### src/rtl/ccas_consts.vh
// Constants of the cpu core datapath: opcodes, field widths, I/O map, flags.
// Assumes inclusion by bare name from the core and stack modules.
`ifndef CCAS_CONSTS_VH
`define CCAS_CONSTS_VH

// ****************************************
// Widths
// ****************************************
`define CCAS_PC_W          9
`define CCAS_INSTR_W       16
`define CCAS_DATA_W        8
`define CCAS_IO_ADDR_W     6
`define CCAS_REG_COUNT     32
`define CCAS_PROG_WORDS    512

// ****************************************
// Register and flag positions
// ****************************************
`define CCAS_PTR_LO_IDX    5'h1E
`define CCAS_PTR_HI_IDX    5'h1F
`define CCAS_CONST_DST_IDX 5'h00
`define CCAS_FLAG_IRQ_EN   7
`define CCAS_FLAG_BIT_COPY 6
`define CCAS_FLAGS_OFFSET  6'h3F
`define CCAS_FLAGS_RESET   8'h00
`define CCAS_PC_RESET      9'h000
`define CCAS_BIT_IO_LIMIT  6'h1F
// One bit per I/O location that has a register behind it
`define CCAS_IO_MAP_MASK   64'h8F3FF002_71C001F0

// ****************************************
// Opcodes
// ****************************************
`define CCAS_OP6_ADD       6'h03
`define CCAS_OP6_SUB       6'h06
`define CCAS_OP6_AND       6'h08
`define CCAS_OP6_EOR       6'h09
`define CCAS_OP6_OR        6'h0A
`define CCAS_OP6_MOV       6'h0B
`define CCAS_OP4_LDI       4'hE
`define CCAS_OP4_RJMP      4'hC
`define CCAS_OP4_REL_CALL  4'hD
`define CCAS_OP5_IN        5'h16
`define CCAS_OP5_OUT       5'h17
`define CCAS_OP8_CLR_BIT   8'h98
`define CCAS_OP8_SKIP_ZERO 8'h99
`define CCAS_OP8_SET_BIT   8'h9A
`define CCAS_OP8_SKIP_ONE  8'h9B
`define CCAS_OP7_LD_PTR    7'h40
`define CCAS_OP7_ST_PTR    7'h41
`define CCAS_OP7_BIT_LOAD  7'h7C
`define CCAS_OP7_BIT_STORE 7'h7D
`define CCAS_OP_SUB_RET    16'h9508
`define CCAS_OP_IRQ_RET    16'h9518
`define CCAS_OP_CONST_GET  16'h95C8

`endif

### src/rtl/ccas_core.v
// Cpu core datapath: two-stage fetch/execute, register file, I/O access, flags.
// Assumes a program store answering o_prog_addr in the same cycle and
// I/O peripherals answering o_io_addr combinationally on i_io_rdata.
//
// Function
// - Register ALU op with write-back in one cycle
// - 512 sixteen-bit program words, nine-bit counter
// - Indirect access picks register at pointer low byte
// - Two-register ops write result to destination
// - I/O address from six-bit instruction field
// - Relative jump/call lands at pc plus offset plus one
// - Constant fetch: word from pointer, LSB picks byte
// - Three-level nine-bit dedicated return stack
// - Push to level 0, older levels shift deeper
// - Return takes level 0, deeper levels move up
// - Overflow drops oldest; bottom level repeats on pop
// - Core clocked directly, no clock division
// - Fetch next instruction while executing current one
// - Dedicated I/O read/write instructions to I/O space
// - Bit set/clear/skip for I/O 0x00 to 0x1F
// - No interrupt while enable flag bit 7 clear
// - Interrupt clears enable; interrupt return sets it
// - Bit store/load via flag bit 6
// - Pointer is registers 30/31; high byte used only by constant fetch
`timescale 1ns/100ps
`default_nettype none
`include "ccas_consts.vh"

module ccas_core
(
  // Clock and reset
  input  wire                         i_ref_clk,
  input  wire                         i_rst_b,
  // Program store
  output wire [`CCAS_PC_W-1:0]        o_prog_addr,
  input  wire [`CCAS_INSTR_W-1:0]     i_prog_data,
  // I/O space
  output wire [`CCAS_IO_ADDR_W-1:0]   o_io_addr,
  output wire [`CCAS_DATA_W-1:0]      o_io_wdata,
  output wire                         o_io_we,
  output wire                         o_io_re,
  input  wire [`CCAS_DATA_W-1:0]      i_io_rdata,
  // Interrupt request, already gated by the peripheral masks
  input  wire                         i_irq_req,
  input  wire [`CCAS_PC_W-1:0]        i_irq_vector,
  output wire                         o_irq_ack,
  // Status
  output wire [`CCAS_DATA_W-1:0]      o_status_flags
);

  // ****************************************
  // Helpers
  // ****************************************
  function [`CCAS_PC_W-1:0] rel_target;
    input [`CCAS_PC_W-1:0] base;
    input [11:0]           offs;
    begin
      // Offset wraps modulo the 512-word space
      rel_target = base + offs[`CCAS_PC_W-1:0] + 9'h001;
    end
  endfunction

  function [`CCAS_DATA_W-1:0] put_bit;
    input [`CCAS_DATA_W-1:0] val;
    input [2:0]              pos;
    input                    bit_val;
    reg   [`CCAS_DATA_W-1:0] sel;
    begin
      sel     = 8'h01 << pos;
      put_bit = bit_val ? (val | sel) : (val & ~sel);
    end
  endfunction

  function io_mapped;
    input [`CCAS_IO_ADDR_W-1:0] addr;
    reg   [63:0]                map;
    begin
      map       = `CCAS_IO_MAP_MASK;
      io_mapped = map[addr];
    end
  endfunction

  // ****************************************
  // State
  // ****************************************
  reg [`CCAS_PC_W-1:0]    pc;
  reg [`CCAS_PC_W-1:0]    ir_pc;
  reg [`CCAS_INSTR_W-1:0] ir;
  reg                     ir_valid;
  reg [`CCAS_DATA_W-1:0]  flags;
  reg [`CCAS_DATA_W-1:0]  work_reg [0:`CCAS_REG_COUNT-1];

  reg [`CCAS_PC_W-1:0]    next_pc;
  reg                     next_ir_valid;
  reg [`CCAS_DATA_W-1:0]  next_flags;
  reg                     wb_en;
  reg [4:0]               wb_idx;
  reg [`CCAS_DATA_W-1:0]  wb_data;
  reg                     io_we;
  reg                     io_re;
  reg [`CCAS_DATA_W-1:0]  io_wdata;
  reg                     push;
  reg                     pop;
  reg [`CCAS_PC_W-1:0]    push_addr;
  reg [`CCAS_PC_W-1:0]    prog_addr;
  reg                     irq_ack;

  wire [`CCAS_PC_W-1:0]   stack_top;

  // ****************************************
  // Operand fields
  // ****************************************
  wire [4:0]              dst_idx  = ir[8:4];
  wire [4:0]              src_idx  = {ir[9], ir[3:0]};
  wire [4:0]              imm_idx  = {1'b1, ir[7:4]};
  wire [7:0]              imm_val  = {ir[11:8], ir[3:0]};
  wire [2:0]              bit_pos  = ir[2:0];
  wire [7:0]              dst_val  = work_reg[dst_idx];
  wire [7:0]              src_val  = work_reg[src_idx];
  wire [7:0]              ptr_lo   = work_reg[`CCAS_PTR_LO_IDX];
  wire [7:0]              ptr_hi   = work_reg[`CCAS_PTR_HI_IDX];
  // High pointer byte only matters for the constant fetch
  wire                    ptr_in_rf = (ptr_lo < 8'h20);
  wire [7:0]              ptr_val   = work_reg[ptr_lo[4:0]];

  wire                    is_bit_io = (ir[15:10] == 6'h26);
  wire [`CCAS_IO_ADDR_W-1:0] io_addr = is_bit_io ? {1'b0, ir[7:3]}
                                                 : {ir[10:9], ir[3:0]};
  wire                    io_is_flags = (io_addr == `CCAS_FLAGS_OFFSET);
  wire                    io_live     = io_mapped(io_addr) && !io_is_flags;
  wire [7:0]              io_rd_val   = io_is_flags ? flags
                                      : (io_live ? i_io_rdata : 8'h00);
  wire                    io_bit      = io_rd_val[bit_pos];
  wire [15:0]             ptr_word    = {ptr_hi, ptr_lo};

  // ****************************************
  // Execute
  // ****************************************
  always @*
  begin
    next_pc       = pc + 9'h001;
    next_ir_valid = 1'b1;
    next_flags    = flags;
    wb_en         = 1'b0;
    wb_idx        = dst_idx;
    wb_data       = 8'h00;
    io_we         = 1'b0;
    io_re         = 1'b0;
    io_wdata      = 8'h00;
    push          = 1'b0;
    pop           = 1'b0;
    push_addr     = ir_pc + 9'h001;
    prog_addr     = pc;
    irq_ack       = 1'b0;
    if (ir_valid)
    begin
      if (i_irq_req && flags[`CCAS_FLAG_IRQ_EN])
      begin
        // Interrupted instruction is re-run after return
        irq_ack       = 1'b1;
        push          = 1'b1;
        push_addr     = ir_pc;
        next_pc       = i_irq_vector;
        next_ir_valid = 1'b0;
        next_flags[`CCAS_FLAG_IRQ_EN] = 1'b0;
      end
      else if (ir[15:12] == `CCAS_OP4_RJMP)
      begin
        next_pc       = rel_target(ir_pc, ir[11:0]);
        next_ir_valid = 1'b0;
      end
      else if (ir[15:12] == `CCAS_OP4_REL_CALL)
      begin
        push          = 1'b1;
        next_pc       = rel_target(ir_pc, ir[11:0]);
        next_ir_valid = 1'b0;
      end
      else if (ir == `CCAS_OP_SUB_RET || ir == `CCAS_OP_IRQ_RET)
      begin
        pop           = 1'b1;
        next_pc       = stack_top;
        next_ir_valid = 1'b0;
        if (ir == `CCAS_OP_IRQ_RET)
          next_flags[`CCAS_FLAG_IRQ_EN] = 1'b1;
      end
      else if (ir == `CCAS_OP_CONST_GET)
      begin
        // Steals the fetch slot; the word at pc is fetched again next cycle
        prog_addr     = ptr_word[`CCAS_PC_W:1];
        next_pc       = pc;
        next_ir_valid = 1'b0;
        wb_en         = 1'b1;
        wb_idx        = `CCAS_CONST_DST_IDX;
        wb_data       = ptr_word[0] ? i_prog_data[15:8] : i_prog_data[7:0];
      end
      else if (ir[15:12] == `CCAS_OP4_LDI)
      begin
        wb_en   = 1'b1;
        wb_idx  = imm_idx;
        wb_data = imm_val;
      end
      else if (ir[15:11] == `CCAS_OP5_IN)
      begin
        io_re   = io_live;
        wb_en   = 1'b1;
        wb_data = io_rd_val;
      end
      else if (ir[15:11] == `CCAS_OP5_OUT)
      begin
        io_we    = io_live;
        io_wdata = dst_val;
        if (io_is_flags)
          next_flags = dst_val;
      end
      else if (ir[15:8] == `CCAS_OP8_SET_BIT || ir[15:8] == `CCAS_OP8_CLR_BIT)
      begin
        // Read-modify-write in one cycle
        io_re    = io_live;
        io_we    = io_live;
        io_wdata = put_bit(io_rd_val, bit_pos, ir[9]);
      end
      else if (ir[15:8] == `CCAS_OP8_SKIP_ONE || ir[15:8] == `CCAS_OP8_SKIP_ZERO)
      begin
        io_re         = io_live;
        next_ir_valid = (io_bit != ir[9]);
      end
      else if (ir[15:9] == `CCAS_OP7_LD_PTR && ir[3:0] == 4'h0)
      begin
        wb_en   = 1'b1;
        wb_data = ptr_in_rf ? ptr_val : 8'h00;
      end
      else if (ir[15:9] == `CCAS_OP7_ST_PTR && ir[3:0] == 4'h0)
      begin
        wb_en   = ptr_in_rf;
        wb_idx  = ptr_lo[4:0];
        wb_data = dst_val;
      end
      else if (ir[15:9] == `CCAS_OP7_BIT_STORE && !ir[3])
      begin
        next_flags[`CCAS_FLAG_BIT_COPY] = dst_val[bit_pos];
      end
      else if (ir[15:9] == `CCAS_OP7_BIT_LOAD && !ir[3])
      begin
        wb_en   = 1'b1;
        wb_data = put_bit(dst_val, bit_pos, flags[`CCAS_FLAG_BIT_COPY]);
      end
      else
      begin
        // Two-register ALU group; anything else is a no-op
        wb_en = 1'b1;
        case (ir[15:10])
          `CCAS_OP6_ADD: wb_data = dst_val + src_val;
          `CCAS_OP6_SUB: wb_data = dst_val - src_val;
          `CCAS_OP6_AND: wb_data = dst_val & src_val;
          `CCAS_OP6_EOR: wb_data = dst_val ^ src_val;
          `CCAS_OP6_OR:  wb_data = dst_val | src_val;
          `CCAS_OP6_MOV: wb_data = src_val;
          default:       wb_en   = 1'b0;
        endcase
      end
    end
  end

  // ****************************************
  // Pipeline registers
  // ****************************************
  // Single clock domain straight from the reference clock
  always @(posedge i_ref_clk or negedge i_rst_b)
  begin
    if (!i_rst_b)
    begin
      pc       <= `CCAS_PC_RESET;
      ir_pc    <= `CCAS_PC_RESET;
      ir       <= 16'h0000;
      ir_valid <= 1'b0;
      flags    <= `CCAS_FLAGS_RESET;
    end
    else
    begin
      pc       <= next_pc;
      ir       <= i_prog_data;
      ir_pc    <= pc;
      ir_valid <= next_ir_valid;
      flags    <= next_flags;
    end
  end

  // Register file survives reset, so it carries no reset term
  always @(posedge i_ref_clk)
  begin
    if (wb_en)
      work_reg[wb_idx] <= wb_data;
  end

  // ****************************************
  // Return stack
  // ****************************************
  ccas_ret_stack u_ret_stack
  (
    .i_ref_clk   (i_ref_clk),
    .i_rst_b     (i_rst_b),
    .i_push      (push),
    .i_pop       (pop),
    .i_push_addr (push_addr),
    .o_top       (stack_top)
  );

  // ****************************************
  // Outputs
  // ****************************************
  assign o_prog_addr    = prog_addr;
  assign o_io_addr      = io_addr;
  assign o_io_wdata     = io_wdata;
  assign o_io_we        = io_we;
  assign o_io_re        = io_re;
  assign o_irq_ack      = irq_ack;
  assign o_status_flags = flags;

endmodule
`default_nettype wire

### src/rtl/ccas_ret_stack.v
// Three-level return address stack of the cpu core.
// Assumes push and pop are never requested in the same cycle.
`timescale 1ns/100ps
`default_nettype none
`include "ccas_consts.vh"

module ccas_ret_stack
(
  // Clock and reset
  input  wire                     i_ref_clk,
  input  wire                     i_rst_b,
  // Stack control
  input  wire                     i_push,
  input  wire                     i_pop,
  input  wire [`CCAS_PC_W-1:0]    i_push_addr,
  // Top of stack
  output wire [`CCAS_PC_W-1:0]    o_top
);

  reg [`CCAS_PC_W-1:0] level0;
  reg [`CCAS_PC_W-1:0] level1;
  reg [`CCAS_PC_W-1:0] level2;

  // ****************************************
  // Shift register stack
  // ****************************************
  // Oldest entry falls off the bottom; bottom copies itself up on pop
  always @(posedge i_ref_clk or negedge i_rst_b)
  begin
    if (!i_rst_b)
    begin
      level0 <= `CCAS_PC_RESET;
      level1 <= `CCAS_PC_RESET;
      level2 <= `CCAS_PC_RESET;
    end
    else if (i_push)
    begin
      level0 <= i_push_addr;
      level1 <= level0;
      level2 <= level1;
    end
    else if (i_pop)
    begin
      level0 <= level1;
      level1 <= level2;
      level2 <= level2;
    end
  end

  assign o_top = level0;

endmodule
`default_nettype wire

### config.mk
export PLATFORM = sky130hd
export DESIGN_NAME = ccas_core
export DESIGN_NICKNAME = d
export VERILOG_FILES = /design/src/rtl/ccas_core.v /design/src/rtl/ccas_ret_stack.v
export VERILOG_INCLUDE_DIRS = /design/src /design/src/rtl
export SDC_FILE = /design/constraint.sdc
export NUM_CORES = 1
export LEC_CHECK = 0
export BUFFER_PORTS_ARGS = -buffer_cell sky130_fd_sc_hd__buf_4
export CAP_MARGIN = 0
export CORE_MARGIN = 8
export CORE_UTILIZATION = 50
export DETAILED_ROUTE_END_ITERATION = 16
export PLACE_DENSITY = 0.66
export SLEW_MARGIN = 20
export SYNTH_ARGS = -nofsm -noshare
export SYNTH_HDL_FRONTEND = slang
export SYNTH_SLANG_ARGS = --single-unit
### constraint.sdc
create_clock -name i_ref_clk -period 7.6 [get_ports i_ref_clk]
set_input_delay 1.52 -clock i_ref_clk [delete_from_list [all_inputs] [get_ports i_ref_clk]]
set_output_delay 1.52 -clock i_ref_clk [all_outputs]
set_load 0.01 [all_outputs]
# After elaboration in Yosys (flattened, before gate mapping)
# Memory sizes are Yosys's and may differ from the RTL's.
# Index checks and enable logic that the tools add are counted.
# word_totals
word_cells	242
mem_bits_ro	64
output_inout_bits	34
ramBits	256
register_bits	70
n_memories	2
inputBits	36
# op_classes
bitwise	15
mux	148
n_lt_le_gt_ge	3
n_shift	1
n_reduce_logical	20
addsub	6
eq_ne	37
# memory_table
name	words	word_bits	read_ports	rd_clocked_by_memory_dff	wr	line	rtl
work_reg	32	8	5	0	1	ccas_core.v:91	reg [`CCAS_DATA_W-1:0] work_reg [0:`CCAS_REG_COUNT-1];
(name not given)	64	1	1	0	0	ccas_core.v:79	io_mapped = map[addr];
# op_table
cell	count
$mux W8	37
$mux W9	18
$mux W1	74
$mux W5	13
$eq A16 B16 Y1 const B	3
$pmux W8 S6	1
$eq A8 B8 Y1 const B	4
$eq A7 B7 Y1 const B	4
$add A9 B1 Y9 const B	3
$and A8 B8 Y8	3
$eq A6 B4 Y1 const B	4
$or A8 B8 Y8	3
$ne A2 B2 Y1 const B	7
$reduce_and A14 Y1	1
$eq A4 B4 Y1 const B	3
$eq A6 B6 Y1 const B	2
$mux W6	2
$ne A3 B3 Y1 const B	4
$eq A5 B5 Y1 const B	2
$reduce_and A10 Y1	1
$add A9 B9 Y9	1
$reduce_and A9 Y1	1
$add A8 B8 Y8	1
$lt A8 B6 Y1 const B	1
other kinds (20)	37

# Longest topological paths before layout
# depth
word_depth	21
mapped_depth	23
ltp_nobuf	19

# Modules after synthesis
# A second synthesis with hierarchy kept.
# hier_totals
hier_cells	1550
hier_area_um2	20357.0
# modules_own_cells
mod	cells_each	instances	seq_area_each_um2	area_each_um2
ccas_core	1453	1	8763.4	19154.6
ccas_ret_stack	97	1	675.6	1202.4

# Worst setup path before layout
# No wires, ideal clock.
# synth_timing
path_kind	register -> register
from	register ir[1]
to	memory work_reg[0][6] in the netlist's numbering (data pin)
t_arrival_ns	4.777
setup_time_ns	0.454
slack_ns	2.370
required_time_ns	7.146
n_path_buf	4
synth_period_minus_slack_ns	5.230
stages_incl_launch_ff	22
path_cell_list	dfrtp_1 buf_4 buf_4 buf_4 buf_2 mux4_2 a22oi_1 nand4_1 inv_1 ha_1 inv_1 nand2_1 xor2_1 ha_1 nor2b_1 o21ai_0 nand2b_1 a21o_1 a21oi_1 xnor2_1 a21oi_1 o21ai_0
# synth_via
elab_chain_len	19
word_cells_on_any_way	42
cone_classes	add/sub (2); eq/ne (4); shift (1); mux (21); bitwise (6); reduce/logical (6); memory (2)
# synth_lines
element	line	rtl
start, declared	ccas_core.v:88	reg [`CCAS_INSTR_W-1:0] ir;
start signal, assigned	ccas_core.v:281	ir <= i_prog_data;
branches (longest 14 deep; another with $mem_v2 Z32 W8)	--	
$mux W8 (*)	ccas_core.v:178	else if (ir == `CCAS_OP_SUB_RET || ir == `CCAS_OP_IRQ_RET)
$mux W8 (*)	ccas_core.v:172	else if (ir[15:12] == `CCAS_OP4_REL_CALL)
$mux W8 (*)	ccas_core.v:167	else if (ir[15:12] == `CCAS_OP4_RJMP)
$mux W8 (*)	ccas_core.v:157	if (i_irq_req && flags[`CCAS_FLAG_IRQ_EN])
$mux W8 (*)	ccas_core.v:155	if (ir_valid)
named net wb_data[6]	ccas_core.v:98	reg [`CCAS_DATA_W-1:0] wb_data;
end, declared	ccas_core.v:91	
# Mark *: on every way through the listed nets, which the timed path passes. The select of a mux whose other input is x is not followed.

# Worst setup path after layout
# layout_timing
from	register ir[1]
to	output port o_io_wdata[3]
# layout_via
elab_chain_len	18
word_cells_on_any_way	27
cone_classes	eq/ne (4); shift (1); mux (15); bitwise (3); reduce/logical (3); memory (1)
# layout_lines
element	line	rtl
$mux W6	ccas_core.v:127	wire [`CCAS_IO_ADDR_W-1:0] io_addr = is_bit_io ? {1'b0, ir[7:3]}
$mem_v2 Z64 W1 / $eq A6 B6 Y1 (equally long branches)	--	
$mux W1 (not written as such) / $logic_not A1 Y1 (equally long branches)	ccas_core.v:79, ccas_core.v:130	
$logic_and A1 B1 Y1	ccas_core.v:130	wire io_live = io_mapped(io_addr) && !io_is_flags;
$mux W8	ccas_core.v:132	: (io_live ? i_io_rdata : 8'h00);
$mux W8	ccas_core.v:131	wire [7:0] io_rd_val = io_is_flags ? flags
$and A8 B8 Y8 / $or A8 B8 Y8 (equally long branches)	ccas_core.v:70	put_bit = bit_val ? (val | sel) : (val & ~sel);
$mux W8	ccas_core.v:70	
[2 not listed]	--	
$mux W8	ccas_core.v:202	else if (ir[15:11] == `CCAS_OP5_IN)
$mux W8	ccas_core.v:196	else if (ir[15:12] == `CCAS_OP4_LDI)
$mux W8	ccas_core.v:186	else if (ir == `CCAS_OP_CONST_GET)
$mux W8 (*)	ccas_core.v:178	
$mux W8 (*)	ccas_core.v:172	
$mux W8 (*)	ccas_core.v:167	
$mux W8 (*)	ccas_core.v:157	
$mux W8 (*)	ccas_core.v:155	
end, declared	ccas_core.v:39	output wire [`CCAS_DATA_W-1:0] o_io_wdata,
# Mark *: on every way between the ends. The rest lies on a longest branch, timed or not. The select of a mux whose other input is x is not followed.

==> summary.txt <==
Final layout
  – Nets: 1657
  – Synthesis-to-finish area growth: 12.0%
  – Antenna diode count: 0
  – Layout cells sized above 1: 26.7%
  – Number of flip-flops under the largest register name: 256

Global route
  – First-pass GRT wire length: 99000 um
  – Total track usage: 28.2%
  – Antenna violations before repair: 0
  – Largest net degree at the start of global routing: 71
  – GRT Residual Overflow: 0
  – Vias in the first global route: around 15000

Status
  – Outcome: finished, final reports clean

Min path
  – Worst min path class: reg2reg
  – Hold path start: pc[8]
  – Hold endpoint: ir_pc[8]
  – Hold depth: 0

Route
  – 1st-pass router iterations: 6
  – Total wire length: just under 70000 um
  – Remaining routing DRC violations: 0
  – Antenna Nets Post-Route: 0
  – Via count: 15100
  – 1st-iter DRT viols: around 2200
  – Routed vias/inst: roughly 7
  – Drt wl/cell: 31.4 um

Clocking
  – Setup Buffers After CTS: 0
  – Skew-Pair Late Insertion Delay: 0.57 ns
  – Clock Tree Root: clkbuf_16
  – # hold bufs at CTS: 0
  – Total clock buffers created by CTS: 38
  – Sink Count: 326
  – Post-CTS resize count: 0
  – Reg clk slew, reported paths: 0.06 ns
  – CTS Buffer Depth: 3
  – CTS tree: built
  – H-Tree Depth: 2

Power and ir drop
  – Power Internal: 3.57 mW
  – Switching Fraction: 27.8%
  – Clock share of power: 38.7%
  – PD cells: 218 mW/mm2
  – Lkg Pwr: between 8 and 9 nW
  – Register share of total power: between 40% and 50%
  – Gate power share: 17.2%
  – Switching power: 1.38 mW
  – Maximum vdd drop: around 0.00015 V

Placement
  – RePlAce Congestion: 0.980
  – Pre-CTS setup slack: 1.46 ns
  – HPWL Detailed: between 40000 and 50000 um
  – Port bufs: 69

Logic synthesis
  – Post-synthesis instance total: around 1500
  – Post-synthesis mux area share: between 20% and 30%
  – Post-Synth Simple-Gate Area: 9.47%
  – Synth Warn #: 0
  – Largest family of logic cells by synthesized area: multiplexers
  – Compound-Gate Fraction of Synth Area: 8.87%
  – Ys async rst share: 21.5%
  – Netlist area before placement: 0.0203 mm2
  – EDFF count, synth: 256
  – Sequential element share of the synthesized area: between 40% and 50%
  – Post-synthesis adder-cell area fraction: 2.29%
  – Top FF cell, synth: edfxtp_1
  – Synthesized area per cell: 13.2 um2
  – Number of synthesized register bits: 326
  – XOR/XNOR Fraction of Synth Area: 1.21%
  – Syn Nets: 1605
  – Library cells used by synthesis: 81

Timing
  – Final Setup Violations: 0
  – Fmax: 157 MHz
  – Fin Clk Skew: 0.0251 ns
  – Final WS setup: 1.21 ns
  – Period utilization: 84.1%
  – Count of pins over their slew limit: 0
  – Hold Fails Final Rpt: 0
  – Total Negative Setup Slacks: 0 ns
  – Final min period: 6.39 ns
  – Rel. slew slack: 25.1%
  – Least-Margin Pin Slew: about 1.1 ns
  – RSZ-0062 raised after global routing: false

Worst setup path
  – Reg2reg setup slack: 1.65 ns
  – CP max stage cell: dfrtp_4
  – Reg-to-Reg Start: ir[0]
  – Top Family by Delay on Critical Path: simple AND/OR/NAND/NOR gates
  – R2R Path End: work_reg[10][7]
  – CP cell instances: buf_4 -> or3_1 -> nor3_2 -> and4b_1 -> nor4_4 -> nand3_1 -> or3_1 -> a211o_1 -> o21ai_0 -> buf_4
  – Worst path bufs/invs: 2
  – CP Class: reg2out
  – Max stage delay on crit path: between 0.9 and 1 ns
  – Cells on worst reg2reg path: 17
  – Worst path arrival time: 4.87 ns
  – Critical Path Sink Type: output port
  – Worst Path Required: 6.08 ns
  – CP Launch Type: register
  – Max FO, Critical Path: 47

Floorplan
  – Initial Util: 50.8%
  – Die Y: between 200 and 250 um
  – Ports: 70
  – Core Region: 0.0399 mm2
  – Die ar.: about 0.047 mm2
  – Rows: between 70 and 80
  – Die width: between 200 and 250 um

Job
  – Maximum capacitance violations: 0
[stage by stage]
stage / instance area [um2] / total power, mW / hold WS (ns) / instances / util (%)
global placement: 21400 / 3.03 / 0.414 / 2069 / 53.6
finish: 22700 / 4.95 / 0.432 / 2140 / 56.9
CTS: 22700 / 4.97 / 0.425 / 2139 / 56.8
global route: 22700 / 5.13 / 0.439 / 2140 / 56.9
detailed placement: 21400 / 3.06 / 0.410 / 2069 / 53.6
floorplan: 20300 / 2.76 / 0.389 / 1533 / -
[final cells by class]
class	count	area [um2]
sequential	326	9450
clock buffer	46	1030
multi-input combinational	1057	10200
clock inverter	24	270
fill	3136	17200
timing repair buffer	128	981
inverter	34	128
tap	525	657
[cells in the mapped netlist, types with 8 or more instances]
| cell | count | area share, % |
|---|---|---|
| o21ai_0 | 51 | 1.3 |
| nand4_1 | 15 | 0.46 |
| and3_1 | 12 | 0.37 |
| nand2b_1 | 11 | 0.34 |
| o22ai_1 | 22 | 0.68 |
| nor3_1 | 21 | 0.52 |
| edfxtp_1 | 256 | 38 |
| nand3_1 | 41 | 1.0 |
| a21o_1 | 8 | 0.30 |
| o211ai_1 | 8 | 0.30 |
| mux2_2 | 19 | 1.1 |
| mux4_2 | 182 | 20 |
| mux2i_1 | 108 | 5.3 |
| a22oi_1 | 30 | 1.1 |
| dfrtp_1 | 70 | 8.6 |
| buf_4 | 11 | 0.41 |
| nor2b_1 | 17 | 0.52 |
| clkbuf_1 | 44 | 0.81 |
| nand2_1 | 112 | 2.1 |
| nor2_1 | 125 | 2.3 |
| buf_2 | 46 | 1.1 |
| ha_1 | 34 | 2.1 |
| xor2_1 | 12 | 0.52 |
| buf_1 | 11 | 0.20 |
| a221oi_1 | 8 | 0.35 |
| xnor2_1 | 16 | 0.69 |
| a211oi_1 | 10 | 0.37 |
| a21oi_1 | 69 | 1.7 |
| mux4_1 | 8 | 1.0 |
| inv_1 | 32 | 0.59 |
[layer usage]
layer | vias to the layer above | global-route usage (%) | routed length (um)
li1 | 6221 | - | -
met1 | 7609 | 36.9 | 25000
met2 | 1058 | 43.6 | 30700
met3 | 201 | 6.87 | 7860
met4 | 0 | 14.0 | 3730
met5 | - | 0 | 0
[power by group through the flow]
stage               registers [mW]  clock network [mW]  logic, mW
global placement              2.22                   0      0.813
detailed placement            2.23                   0      0.831
CTS                           2.19                1.94      0.836
floorplan                     2.16                   0      0.603
global route                  2.20                2.00      0.922
finish                        2.18                1.92      0.850
[cell families (layout without fill, tap and decap cells)]
| family | Yosys count | after routing |
|---|---|---|
| XOR/XNOR | 28 | 28 |
| AO/OA/AOI/OAI | 272 | 272 |
| multiplexers | 323 | 323 |
| AND/OR/NAND/NOR | 398 | 398 |
| flip-flops | 326 | 326 |
| buffers and inverters | 150 | 232 |
| adder cells (fa/ha/maj) | 36 | 36 |
[layout by cell type (no fill, tap or decap), drive strengths merged, types with 9 or more instances in the layout]
cell type,count
mux2i,114
nand2b,11
a22oi,31
a21oi,70
buf,128
a211oi,11
o22ai,22
mux4,190
clkinv,14
o21ai,57
clkbuf,46
nand3,41
inv,37
dfrtp,70
and3,12
nor2,126
mux2,19
nor2b,17
xnor2,16
xor2,12
o211ai,9
nand4,15
nor3,22
ha,34
edfxtp,256
nand2,112
[worst max-delay path by stage]
| stage | startpoint | endpoint | slack (ns) | cells past startpoint |
|---|---|---|---|---|
| 3_3_place_gp | ir[0] | work_reg[26][7] | 1.60 | 17 |
| 4_1_cts | ir[1] | o_io_wdata[3] | 1.21 | 10 |
| 3_5_place_dp | ir[0] | work_reg[24][7] | 1.46 | 17 |
| 6_report | ir[1] | o_io_wdata[3] | 1.21 | 10 |
| 5_1_grt | ir[1] | o_io_wdata[3] | 1.06 | 10 |
| 2_1_floorplan | ir[1] | work_reg[0][6] | 2.37 | 21 |
Note: power is estimated with default switching activity, not from simulation.
